==> config.mk <==
export PLATFORM = sky130hd
export DESIGN_NAME = hcr_regs
export DESIGN_NICKNAME = d
export VERILOG_FILES = /design/src/hdl/hcr_pkg.sv /design/src/hdl/hcr_flag_if.sv /design/src/hdl/hcr_regs.sv /design/src/hdl/hcr_sample_tally.sv /design/src/hdl/hcr_sticky_flags.sv
export SDC_FILE = /design/constraint.sdc
export NUM_CORES = 1
export LEC_CHECK = 0
export BUFFER_PORTS_ARGS = -buffer_cell sky130_fd_sc_hd__buf_2
export CORE_UTILIZATION = 36
export CTS_CLUSTER_DIAMETER = 120
export CTS_CLUSTER_SIZE = 14
export DETAILED_ROUTE_END_ITERATION = 6
export PLACE_DENSITY = 0.61
export SLEW_MARGIN = 15
export SYNTH_ARGS = -nofsm -noshare
export SYNTH_HDL_FRONTEND = slang
export SYNTH_HIERARCHICAL = 1
export SYNTH_SLANG_ARGS = --single-unit
==> constraint.sdc <==
create_clock -name clk_sys_i -period 1.65 [get_ports clk_sys_i]
set_clock_uncertainty 0.1 [all_clocks]
set_input_delay 0 -clock clk_sys_i [delete_from_list [all_inputs] [get_ports clk_sys_i]]
set_output_delay 0 -clock clk_sys_i [all_outputs]
set_load 0.05 [all_outputs]
==> src/hdl/hcr_pkg.sv <==
// Purpose: constants for the converter config and interrupt register bank
// Assumes: 8-bit registers at small byte offsets, one system clock
// Notes: every offset, bit position and reset value lives here
//
// How it works
// - Port bit 7 selects three-wire mode
// - Port bit 6 selects LSB-first order
// - Writing port bit 5 starts software reset
// - Port bits 3..0 mirror bits 4..7
// - Power bit 7 powers down bandgap
// - Reference current down forces zero full scale
// - Bias power-down switches off bias currents
// - Power bit 2 powers down clock path
// - Retimer power-down stops retimer PLL
// - Receiver loop power-down stops receiver DLL
// - Lower enable gates seven sources, bit 4 reserved
// - Status bits 7/6 flag FIFO near overwrite
// - Status bit 5 on acknowledge rising edge
// - Status bits 3/2 flag DLL warn, lock
// - Status bits 1/0 flag retimer lost, lock
// - Upper enable gates five sources, low reserved
// - Checker pass after eight valid samples
// - Checker fail bits set on miscompare
// - Parity faults split by falling, rising edge
package hcr_pkg;
  // ----------------------------------------
  // Register port
  // ----------------------------------------
  localparam int ADDR_W = 7;
  localparam int DATA_W = 8;
  localparam logic [6:0] OFF_PORT = 7'h00;
  localparam logic [6:0] OFF_PWR = 7'h01;
  localparam logic [6:0] OFF_IEN_LO = 7'h03;
  localparam logic [6:0] OFF_IEN_HI = 7'h04;
  localparam logic [6:0] OFF_IST_LO = 7'h05;
  localparam logic [6:0] OFF_IST_HI = 7'h06;
  localparam logic [6:0] OFF_FRAME = 7'h07;
  // ----------------------------------------
  // Reset values and writable masks
  // ----------------------------------------
  localparam logic [7:0] RST_PORT = 8'h81;
  localparam logic [7:0] RST_PWR = 8'h48;
  localparam logic [7:0] RST_ZERO = 8'h00;
  localparam logic [7:0] IEN_LO_MASK = 8'hef;
  localparam logic [7:0] IEN_HI_MASK = 8'hfc;
  localparam logic [7:0] IST_LO_MASK = 8'hef;
  localparam logic [7:0] IST_HI_MASK = 8'h7c;
  localparam logic [7:0] FRAME_MASK = 8'h03;
  // ----------------------------------------
  // Field positions
  // ----------------------------------------
  localparam int PORT_DIR = 7;
  localparam int PORT_ORDER = 6;
  localparam int PORT_SRST = 5;
  localparam int PWR_BG = 7;
  localparam int PWR_IREF = 6;
  localparam int PWR_BIAS = 5;
  localparam int PWR_CLK = 2;
  localparam int PWR_RET = 1;
  localparam int PWR_DLL = 0;
  localparam int ST_WARN2 = 7;
  localparam int ST_WARN1 = 6;
  localparam int ST_ACK = 5;
  localparam int ST_DLLW = 3;
  localparam int ST_DLLL = 2;
  localparam int ST_RLOST = 1;
  localparam int ST_RLOCK = 0;
  localparam int ST_APASS = 6;
  localparam int ST_AFAIL = 5;
  localparam int ST_SFAIL = 4;
  localparam int ST_PARF = 3;
  localparam int ST_PARR = 2;
  // ----------------------------------------
  // Counts and widths
  // ----------------------------------------
  localparam int AED_SAMPLES = 8;
  localparam int FSC_W = 10;
endpackage

==> src/hdl/hcr_flag_if.sv <==
// Purpose: carries set, clear and flag vectors of one status register
// Assumes: all signals on the system clock
// Notes: owner holds the flags, user raises sets and clears
`timescale 1ns/1ps
interface hcr_flag_if #(parameter int W = 8);
  logic [W-1:0] set; // Event pulses, one bit per source
  logic [W-1:0] clr; // Write-one-to-clear strobes
  logic [W-1:0] flags; // Sticky flags
  modport owner (input set, input clr, output flags);
  modport user (output set, output clr, input flags);
endinterface

==> src/hdl/hcr_regs.sv <==
// Purpose: configuration and interrupt register bank of the converter
// Assumes: the serial engine delivers decoded accesses on this clock
// Notes: event inputs come from datapath logic on the same clock
`timescale 1ns/1ps
module hcr_regs import hcr_pkg::*; #(
  parameter int FW = FSC_W
) (
  input wire logic clk_sys_i,
  input wire logic reset_n_i,
  // Register access from the serial engine
  input wire logic [ADDR_W-1:0] reg_addr_i,
  input wire logic [DATA_W-1:0] reg_wdata_i,
  input wire logic reg_wr_i,
  input wire logic reg_rd_i,
  output logic [DATA_W-1:0] reg_rdata_o,
  output logic reg_rvalid_o,
  // Event sources
  input wire logic fifo_two_slot_warning_i,
  input wire logic fifo_one_slot_warning_i,
  input wire logic serial_frame_acknowledge_i,
  input wire logic dll_warning_i,
  input wire logic dll_lock_i,
  input wire logic retimer_lost_i,
  input wire logic retimer_lock_i,
  input wire logic automatic_error_checker_enable_i,
  input wire logic automatic_error_checker_valid_i,
  input wire logic automatic_error_checker_fail_i,
  input wire logic sample_error_checker_fail_i,
  input wire logic parity_fall_error_i,
  input wire logic parity_rise_error_i,
  input wire logic [FW-1:0] full_scale_code_i,
  // Controls
  output logic three_wire_mode_o,
  output logic lsb_first_o,
  output logic software_reset_o,
  output logic bandgap_power_down_o,
  output logic bias_power_down_o,
  output logic clock_path_power_down_o,
  output logic retimer_pll_power_down_o,
  output logic receiver_loop_power_down_o,
  output logic [FW-1:0] full_scale_current_o,
  output logic [1:0] frame_pin_mode_o,
  output logic interrupt_request_o
);
  // ----------------------------------------
  // Storage
  // ----------------------------------------
  logic [3:0] port_q; // Port bits 7,6,5,4; bit 5 unused here
  logic srst_q; // Software reset in progress
  logic [7:0] pwr_q; // Power-down controls
  logic [7:0] ien_lo_q; // Lower enables
  logic [7:0] ien_hi_q; // Upper enables
  logic [1:0] frame_q; // Frame pin mode field
  logic ack_q; // Last acknowledge level
  logic [FW-1:0] fsc_q; // Gated full-scale code
  logic irq_q; // Combined request
  logic [7:0] rdata_q;
  logic rvalid_q;
  logic aed_pass; // Pulse from the sample tally
  logic wr_port, wr_pwr, wr_ien_lo, wr_ien_hi, wr_frame;

  hcr_flag_if #(.W(8)) st_lo ();
  hcr_flag_if #(.W(8)) st_hi ();

  // ----------------------------------------
  // Helpers
  // ----------------------------------------
  // Address match for one offset; the config write strobes below are ignored while soft reset runs
  function automatic logic hit(input logic [6:0] a, input logic [6:0] off);
    hit = (a == off);
  endfunction

  // Port byte with its safety mirror in the low nibble
  function automatic logic [7:0] port_byte(input logic [3:0] hi);
    port_byte = {hi, hi[0], hi[1], hi[2], hi[3]};
  endfunction

  assign wr_port = reg_wr_i && !srst_q && hit(reg_addr_i, OFF_PORT);
  assign wr_pwr = reg_wr_i && !srst_q && hit(reg_addr_i, OFF_PWR);
  assign wr_ien_lo = reg_wr_i && !srst_q && hit(reg_addr_i, OFF_IEN_LO);
  assign wr_ien_hi = reg_wr_i && !srst_q && hit(reg_addr_i, OFF_IEN_HI);
  assign wr_frame = reg_wr_i && !srst_q && hit(reg_addr_i, OFF_FRAME);

  // ----------------------------------------
  // Port mode register
  // ----------------------------------------
  // Bit 4 is stored as written; the host is meant to keep it zero
  always_ff @(posedge clk_sys_i or negedge reset_n_i) begin
    if (!reset_n_i) begin
      port_q <= RST_PORT[7:4];
    end else if (srst_q) begin
      port_q <= RST_PORT[7:4];
    end else if (wr_port) begin
      port_q <= {reg_wdata_i[7:6], 1'b0, reg_wdata_i[4]};
    end
  end

  // One-cycle soft reset; the next cycle restores every register
  always_ff @(posedge clk_sys_i or negedge reset_n_i) begin
    if (!reset_n_i) begin
      srst_q <= 1'b0;
    end else begin
      srst_q <= wr_port && reg_wdata_i[PORT_SRST];
    end
  end

  // ----------------------------------------
  // Power-down and enable registers
  // ----------------------------------------
  // Reserved power bits are kept as written
  always_ff @(posedge clk_sys_i or negedge reset_n_i) begin
    if (!reset_n_i) begin
      pwr_q <= RST_PWR;
    end else if (srst_q) begin
      pwr_q <= RST_PWR;
    end else if (wr_pwr) begin
      pwr_q <= reg_wdata_i;
    end
  end

  // Reserved read-only enable bits stay zero through the masks
  always_ff @(posedge clk_sys_i or negedge reset_n_i) begin
    if (!reset_n_i) begin
      ien_lo_q <= RST_ZERO;
      ien_hi_q <= RST_ZERO;
      frame_q <= '0;
    end else if (srst_q) begin
      ien_lo_q <= RST_ZERO;
      ien_hi_q <= RST_ZERO;
      frame_q <= '0;
    end else begin
      if (wr_ien_lo) begin
        ien_lo_q <= reg_wdata_i & IEN_LO_MASK;
      end
      if (wr_ien_hi) begin
        ien_hi_q <= reg_wdata_i & IEN_HI_MASK;
      end
      if (wr_frame) begin
        frame_q <= reg_wdata_i[1:0];
      end
    end
  end

  // ----------------------------------------
  // Event capture
  // ----------------------------------------
  // Acknowledge is a level; only its rising edge is an event
  always_ff @(posedge clk_sys_i or negedge reset_n_i) begin
    if (!reset_n_i) begin
      ack_q <= 1'b0;
    end else begin
      ack_q <= serial_frame_acknowledge_i;
    end
  end

  hcr_sample_tally #(.N(AED_SAMPLES)) u_tally (
    .clk_sys_i(clk_sys_i),
    .reset_n_i(reset_n_i),
    .clr_i(!automatic_error_checker_enable_i || srst_q),
    .valid_i(automatic_error_checker_valid_i),
    .pass_o(aed_pass)
  );

  // Lower status sources
  always_comb begin
    st_lo.set = '0;
    st_lo.set[ST_WARN2] = fifo_two_slot_warning_i;
    st_lo.set[ST_WARN1] = fifo_one_slot_warning_i;
    st_lo.set[ST_ACK] = serial_frame_acknowledge_i && !ack_q;
    st_lo.set[ST_DLLW] = dll_warning_i;
    st_lo.set[ST_DLLL] = dll_lock_i;
    st_lo.set[ST_RLOST] = retimer_lost_i;
    st_lo.set[ST_RLOCK] = retimer_lock_i;
  end

  // Upper status sources
  always_comb begin
    st_hi.set = '0;
    st_hi.set[ST_APASS] = aed_pass;
    st_hi.set[ST_AFAIL] = automatic_error_checker_fail_i;
    st_hi.set[ST_SFAIL] = sample_error_checker_fail_i;
    st_hi.set[ST_PARF] = parity_fall_error_i;
    st_hi.set[ST_PARR] = parity_rise_error_i;
  end

  // Software clears a flag by writing one to it
  assign st_lo.clr = (reg_wr_i && hit(reg_addr_i, OFF_IST_LO)) ? reg_wdata_i : '0;
  assign st_hi.clr = (reg_wr_i && hit(reg_addr_i, OFF_IST_HI)) ? reg_wdata_i : '0;

  hcr_sticky_flags #(.W(8), .MASK(IST_LO_MASK)) u_st_lo (
    .clk_sys_i(clk_sys_i),
    .reset_n_i(reset_n_i),
    .srst_i(srst_q),
    .fl(st_lo)
  );

  hcr_sticky_flags #(.W(8), .MASK(IST_HI_MASK)) u_st_hi (
    .clk_sys_i(clk_sys_i),
    .reset_n_i(reset_n_i),
    .srst_i(srst_q),
    .fl(st_hi)
  );

  // ----------------------------------------
  // Interrupt and current gating
  // ----------------------------------------
  // Registered, so the request trails the flag by one cycle
  always_ff @(posedge clk_sys_i or negedge reset_n_i) begin
    if (!reset_n_i) begin
      irq_q <= 1'b0;
    end else begin
      irq_q <= |((st_lo.flags & ien_lo_q) | (st_hi.flags & ien_hi_q));
    end
  end

  // Full-scale code is held at zero while reference current is down
  always_ff @(posedge clk_sys_i or negedge reset_n_i) begin
    if (!reset_n_i) begin
      fsc_q <= '0;
    end else if (pwr_q[PWR_IREF]) begin
      fsc_q <= '0;
    end else begin
      fsc_q <= full_scale_code_i;
    end
  end

  // ----------------------------------------
  // Read port
  // ----------------------------------------
  // Unmapped offsets read zero; data valid one cycle after the strobe
  always_ff @(posedge clk_sys_i or negedge reset_n_i) begin
    if (!reset_n_i) begin
      rdata_q <= RST_ZERO;
      rvalid_q <= 1'b0;
    end else begin
      rvalid_q <= reg_rd_i;
      if (reg_rd_i) begin
        case (reg_addr_i)
          OFF_PORT: rdata_q <= port_byte({port_q[3:2], srst_q, port_q[0]});
          OFF_PWR: rdata_q <= pwr_q;
          OFF_IEN_LO: rdata_q <= ien_lo_q;
          OFF_IEN_HI: rdata_q <= ien_hi_q;
          OFF_IST_LO: rdata_q <= st_lo.flags;
          OFF_IST_HI: rdata_q <= st_hi.flags;
          OFF_FRAME: rdata_q <= {6'h00, frame_q} & FRAME_MASK;
          default: rdata_q <= RST_ZERO;
        endcase
      end
    end
  end

  // ----------------------------------------
  // Outputs
  // ----------------------------------------
  assign reg_rdata_o = rdata_q;
  assign reg_rvalid_o = rvalid_q;
  assign three_wire_mode_o = port_q[3];
  assign lsb_first_o = port_q[2];
  assign software_reset_o = srst_q;
  assign bandgap_power_down_o = pwr_q[PWR_BG];
  assign bias_power_down_o = pwr_q[PWR_BIAS];
  assign clock_path_power_down_o = pwr_q[PWR_CLK];
  assign retimer_pll_power_down_o = pwr_q[PWR_RET];
  assign receiver_loop_power_down_o = pwr_q[PWR_DLL];
  assign full_scale_current_o = fsc_q;
  assign frame_pin_mode_o = frame_q;
  assign interrupt_request_o = irq_q;
endmodule

==> src/hdl/hcr_sample_tally.sv <==
// Purpose: counts valid samples of the automatic checker
// Assumes: valid is a one-cycle strobe per captured sample
// Notes: pass pulses once per enable period, then holds off
`timescale 1ns/1ps
module hcr_sample_tally import hcr_pkg::*; #(
  parameter int N = AED_SAMPLES
) (
  input wire logic clk_sys_i,
  input wire logic reset_n_i,
  input wire logic clr_i,
  input wire logic valid_i,
  output logic pass_o
);
  localparam int CW = $clog2(N + 1);
  localparam logic [CW-1:0] LAST = CW'(N - 1);
  localparam logic [CW-1:0] FULL = CW'(N);
  logic [CW-1:0] cnt_q; // Samples seen since enable
  logic pass_q;

  // ----------------------------------------
  // Tally
  // ----------------------------------------
  // Saturates at N so a long run does not pass twice
  always_ff @(posedge clk_sys_i or negedge reset_n_i) begin
    if (!reset_n_i) begin
      cnt_q <= '0;
      pass_q <= 1'b0;
    end else begin
      pass_q <= 1'b0;
      if (clr_i) begin
        cnt_q <= '0;
      end else if (valid_i && cnt_q != FULL) begin
        cnt_q <= cnt_q + 1'b1;
        pass_q <= (cnt_q == LAST);
      end
    end
  end
  assign pass_o = pass_q;
endmodule

==> src/hdl/hcr_sticky_flags.sv <==
// Purpose: sticky status flags with write-one-to-clear
// Assumes: set and clear come from the same clock
// Notes: a set in the clearing cycle wins, soft reset wins over both
`timescale 1ns/1ps
module hcr_sticky_flags import hcr_pkg::*; #(
  parameter int W = 8,
  parameter logic [7:0] MASK = 8'hff
) (
  input wire logic clk_sys_i,
  input wire logic reset_n_i,
  input wire logic srst_i,
  hcr_flag_if.owner fl
);
  logic [W-1:0] flags_q;

  // ----------------------------------------
  // Flag storage
  // ----------------------------------------
  // Unused positions never set, so reserved bits read zero
  always_ff @(posedge clk_sys_i or negedge reset_n_i) begin
    if (!reset_n_i) begin
      flags_q <= '0;
    end else if (srst_i) begin
      flags_q <= '0;
    end else begin
      flags_q <= ((flags_q & ~fl.clr) | fl.set) & MASK[W-1:0];
    end
  end
  assign fl.flags = flags_q;
endmodule

* After elaboration in Yosys (flattened, before gate mapping)
Index checks and enable logic that the tools add are counted.
Storage, ports and cells: logic and storage cells 76, input port bits 42, output and inout bits 30, bits in registers 72
Operators by class: bitwise logic cells 9, eq/ne operators 8, add/subtract/negate cells 1, multiplexer cells 20, reductions and logical operators 23
Operator list (count):
- 8-bit two-way mux | 8
- 8-bit case mux with 7 select lines | 1
- 7-bit by 3-bit == test with 1-bit output (second input constant) | 4
- 8-bit AND | 2
- 4-bit two-way mux | 4
- 8-bit bitwise OR | 2
- 7-bit two-way mux | 2
- 2-bit nonzero test | 6
- 1-bit logical AND | 11
- 10-bit two-way mux | 1
- 7-bit by 8-bit AND with 8-bit output | 1
- 8-bit inverter | 1
- 8-bit OR reduction | 1
- 7-bit AND | 1
- 7-bit by 1-bit == test with 1-bit output (second input constant) | 1
- 7-bit by 2-bit == test with 1-bit output (second input constant) | 1
- 7-bit zero test | 1
- 7-bit inverter | 1
- 7-bit bitwise OR | 1
- 4-bit by 1-bit adder with 4-bit output (second input constant) | 1
- 4-bit by 3-bit == test with 1-bit output (second input constant) | 1
- 2-bit two-way mux | 2
- 4-bit != test (second input constant) | 1
- 1-bit zero test | 3
- other kinds (2) | 3

* Logic depth before layout (Yosys ltp)
word-level depth 7, mapped depth 6

* Cells and area by module
Netlist, hierarchy kept.
By module, submodules not included:
- hcr_regs | area an instance 2466.1 um^2, cells an instance 236, seq. area each 1204.9 um^2, instances 1
- hcr_sticky_flags at u_st_lo | area an instance 344.1 um^2, cells an instance 30, seq. area each 175.2 um^2, instances 1
- hcr_sample_tally | area an instance 270.3 um^2, cells an instance 26, seq. area each 125.1 um^2, instances 1
- hcr_sticky_flags at u_st_hi | area an instance 226.5 um^2, cells an instance 24, seq. area each 125.1 um^2, instances 1

* Least setup slack after synthesis
OpenSTA, ideal clock, no wires.
path type reg-to-reg, start point register srst_q (netlist: software_reset_o), end point register u_tally.cnt_q[0], required time 1.425 ns, period minus slack after synthesis 1.939 ns, path buffers 1, stages on the path, launching flop included 5, slack -0.289 ns, library setup time 0.125 ns, arrival 1.714 ns, path through dfrtp_1 clkbuf_1 nand2b_1 nor2_1 mux2_4
Between the ends: longest elaborated chain between the ends 2
RTL lines:
- start, declared | RTL line hcr_regs.sv:49 | logic srst_q;
- start signal, assigned | RTL line hcr_regs.sv:103 | srst_q <= wr_port && reg_wdata_i[PORT_SRST];
- 1-bit logical OR (*) | RTL line hcr_regs.sv:159 | .clr_i(!automatic_error_checker_enable_i || srst_q),
- 4-bit two-way mux or 2-bit nonzero test (tied branches)
- end signal, assigned | RTL line hcr_sample_tally.sv:33 | cnt_q <= cnt_q + 1'b1;
- end, declared | RTL line hcr_sample_tally.sv:17 | logic [CW-1:0] cnt_q;
Every way passes the cells marked *; elsewhere a longest branch is shown, timed or not. A chain may end at the register's enable or synchronous reset.

* Worst setup path after layout
start point input reg_addr_i[6], end point register u_st_hi.flags_q[4] (netlist: u_st_hi/fl.flags[4])
Between the ends: longest elaborated chain between the ends 7
RTL lines:
- start, declared | RTL line hcr_regs.sv:11 | input wire logic [ADDR_W-1:0] reg_addr_i,
- 7-bit by 3-bit == test with 1-bit output | RTL line hcr_regs.sv:70 | hit = (a == off);
- 1-bit logical AND | RTL line hcr_regs.sv:188 | assign st_hi.clr = (reg_wr_i && hit(reg_addr_i, OFF_IST_HI)) ? reg_wdata_i : '0;
- 7-bit two-way mux | RTL line hcr_regs.sv:188
- named net st_hi.clr[4] | RTL line hcr_flag_if.sv:7 | logic [W-1:0] clr;
- 7-bit inverter | RTL line hcr_sticky_flags.sv:26 | flags_q <= ((flags_q & ~fl.clr) | fl.set) & MASK[W-1:0];
- 7-bit AND | RTL line hcr_sticky_flags.sv:26
- 7-bit bitwise OR | RTL line hcr_sticky_flags.sv:26
- 7-bit two-way mux | RTL line hcr_sticky_flags.sv:23 | end else if (srst_i) begin
- end signal, assigned | RTL line hcr_sticky_flags.sv:26
- end, declared | RTL line hcr_sticky_flags.sv:14 | logic [W-1:0] flags_q;
The timed path passes the listed nets, and every way through them passes these cells.

==> flow_metrics.py <==
metrics = {
    "grt": {
        "antenna_found_initial": 0,
        "globalRouteOverflowTotal": 0,
        "grt_util_all_layers_pct": 18.36,
        "grt_pass1_vias": 2698,
        "grt_max_degree": 29,
        "grt_pass1_wl_mm": 13.57,
    },
    "critical_path": {
        "worstSetupPathType": "input pin to flop",
        "worstPathArrival_ns": 1.74,
        "regToRegStartpoint": "software_reset_o",
        "critPathMaxFanout": 5,
        "reg2reg_setup_slack_ns": 0.10,
        "start_kind": "input pin",
        "reg2reg_depth": 3,
        "end_kind": "flop",
        "r2r_end": "u_st_lo/fl.flags[0]",
        "required_ns": 1.78,
    },
    "clock_network": {
        "clock_sinks": 65,
        "htreeDepth": 3,
        "cts_inserted_buffers": 9,
        "path_clk_slew_ns": 0.07,
        "ctsRootBufferMaster": "clkbuf_8",
        "clock_latency_ns": 0.35,
        "cts.path.max_buffers": 2,
        "cts_tree": "yes",
    },
    "hold_path": {
        "hold_class": "input pin to async pin",
    },
    "sta": {
        "finalSetupTns_ns": 0,
        "hold_viol": 0,
        "maxClockFrequency_ghz": 0.6212,
        "period_share_pct": 97.56,
        "post-route-min-period_ns": 1.610,
        "setup_violations": 0,
        "final_max_slew_viol_count": 0,
        "fin_ws_ns": 0.04028,
    },
    "route": {
        "viasPerCell": 4.958,
        "dr.pass1.iters": 4,
        "drt-total-wl_mm": 8.462,
        "ant_nets": 0,
        "vias": 2742,
        "dr.first_iter.drc_count": 176,
        "drt-wirelength-per-cell_um": 15.30,
        "post-route-drc-count": 0,
    },
    "job": {
        "drv_cap": 0,
    },
    "placed_design": {
        "io_buffer_count": 71,
        "hpwlAfterDp_mm": 5.860,
        "gp_congestion": 0.8461,
        "dpl-instance-area_um2": 3829,
        "dp_slack_ns": 0.08971,
    },
    "power_and_ir_drop": {
        "p_leak_nw": 2.300,
        "p_clk_share_pct": 33.3,
        "swShare_pct": 28.94,
        "p_int_mw": 2.570,
        "p_per_area_nw_per_um2": 814.4,
        "p_seq_share_pct": 48.8,
        "comb_power_share_pct": 17.9,
        "vdd_drop_max_uv": 387.7,
        "p_switching_mw": 1.047,
    },
    "floorplanning": {
        "start_util_pct": 37.42,
        "die_w_um": 97.45,
        "dieHeight_um": 97.45,
        "num_io_pins": 72,
        "dieArea_um2": 9496,
        "coreArea_um2": 8763,
        "num_rows": 34,
    },
    "cells_and_area": {
        "nNetsFinal": 484,
        "antenna_cells": 0,
        "stdcell_area_um2": 4441,
        "drive_gt1_share_pct": 30.34,
        "area_growth_pct": 35.41,
    },
    "synth": {
        "netlist_instances": 311,
        "ys_warn_count": 6,
        "syn_area_per_cell_um2": 10.54,
        "synthesis.area_um2": 3279,
    },
    "status": {
        "status": "finished, final reports clean",
    },
}
## per-layer routing
layer  vias to the layer above  track usage (%)  share of wire (%)
li1                       1328                -                  -
met4                         0            8.145                1.1
met5                         -                0                  0
met1                      1332            25.08                 46
met3                         8            3.453                5.1
met2                        74            28.35                 48
## metrics by stage
step / total power, mW / util [%] / hold WS, ns / std cells
detailed placement: 2.379 / 43.69 / -0.1189 / 492
global route: 3.788 / 50.67 / 0.08257 / 553
CTS: 3.663 / 50.24 / 0.03914 / 548
finish: 3.616 / 50.67 / 0.04775 / 553
global placement: 2.366 / 43.69 / -0.1214 / 492
floorplan: 2.151 / - / -0.3956 / 313
## power by group through the flow
stage | Combinational, mW | Clock (mW) | Sequential (mW)
2_1_floorplan | 0.230 | 0 | 1.92
3_5_place_dp | 0.584 | 0 | 1.79
6_report | 0.647 | 1.20 | 1.77
5_1_grt | 0.699 | 1.31 | 1.78
4_1_cts | 0.648 | 1.25 | 1.76
3_3_place_gp | 0.577 | 0 | 1.79
## cell type report
type,instances,area [µm²]
Timing Repair Buffer,133,933.4
Tap cell,108,135.1
Sequential cell,65,1634
Multi-Input combinational cell,207,1474
Clock buffer,13,158.9
Fill cell,821,4323
Clock inverter,3,15.01
Inverter,24,90.09
## how the worst max path moves through the flow
stage                          start                   to  slack [ns]  cells past startpoint
floorplan           software_reset_o     u_tally/cnt_q[0]       0.003                      4
global placement       reg_addr_i[3]            port_q[3]         0.1                      5
detailed placement     reg_addr_i[3]            port_q[3]        0.09                      5
CTS                    reg_addr_i[3]  u_st_hi/fl.flags[4]        0.02                      9
global route           reg_addr_i[6]  u_st_hi/fl.flags[4]       -0.04                      9
finish                 reg_addr_i[6]  u_st_hi/fl.flags[4]        0.04                      9
## cells in the final DEF, fill, tap and decap left out, types with 11 or more instances in the layout
cell	n
buf_2	71
dlygate4sd3_1	39
nor2_1	36
buf_4	20
and2_1	13
mux2i_1	28
inv_1	24
dfrtp_1	61
nor2b_1	18
a21oi_1	18
clkbuf_8	11
## sequential cells by signal, summed over array words and instances, names as in the netlist, 3 cells and up
| name | flops |
|---|---|
| u_tally/cnt_q | 4 |
| pwr_q | 8 |
| full_scale_current_o | 10 |
| ien_lo_q | 7 |
| reg_rdata_o | 8 |
| port_q | 3 |
| u_st_hi/fl.flags | 5 |
| ien_hi_q | 6 |
| u_st_lo/fl.flags | 7 |
## repair_timing
item / 4_1_cts / 5_1_grt
setup buffers: 0 / 5
resized for setup: 0 / 1
endpoints found under the setup margin: 0 / 6
hold endpoints to repair: 124 / 0
hold buffers: 40 / 0
## worst max-delay path, stage by stage
cell and delay [ns]:
buf_2 0.11, nor4_4 0.35, nand3_1 0.15, nor2_1 0.13, buf_4 0.15, and2_1 0.13, nand2b_1 0.10, a21oi_1 0.06
dlygate4sd3_1 0.54
Note: power is estimated with default switching activity, not from simulation.
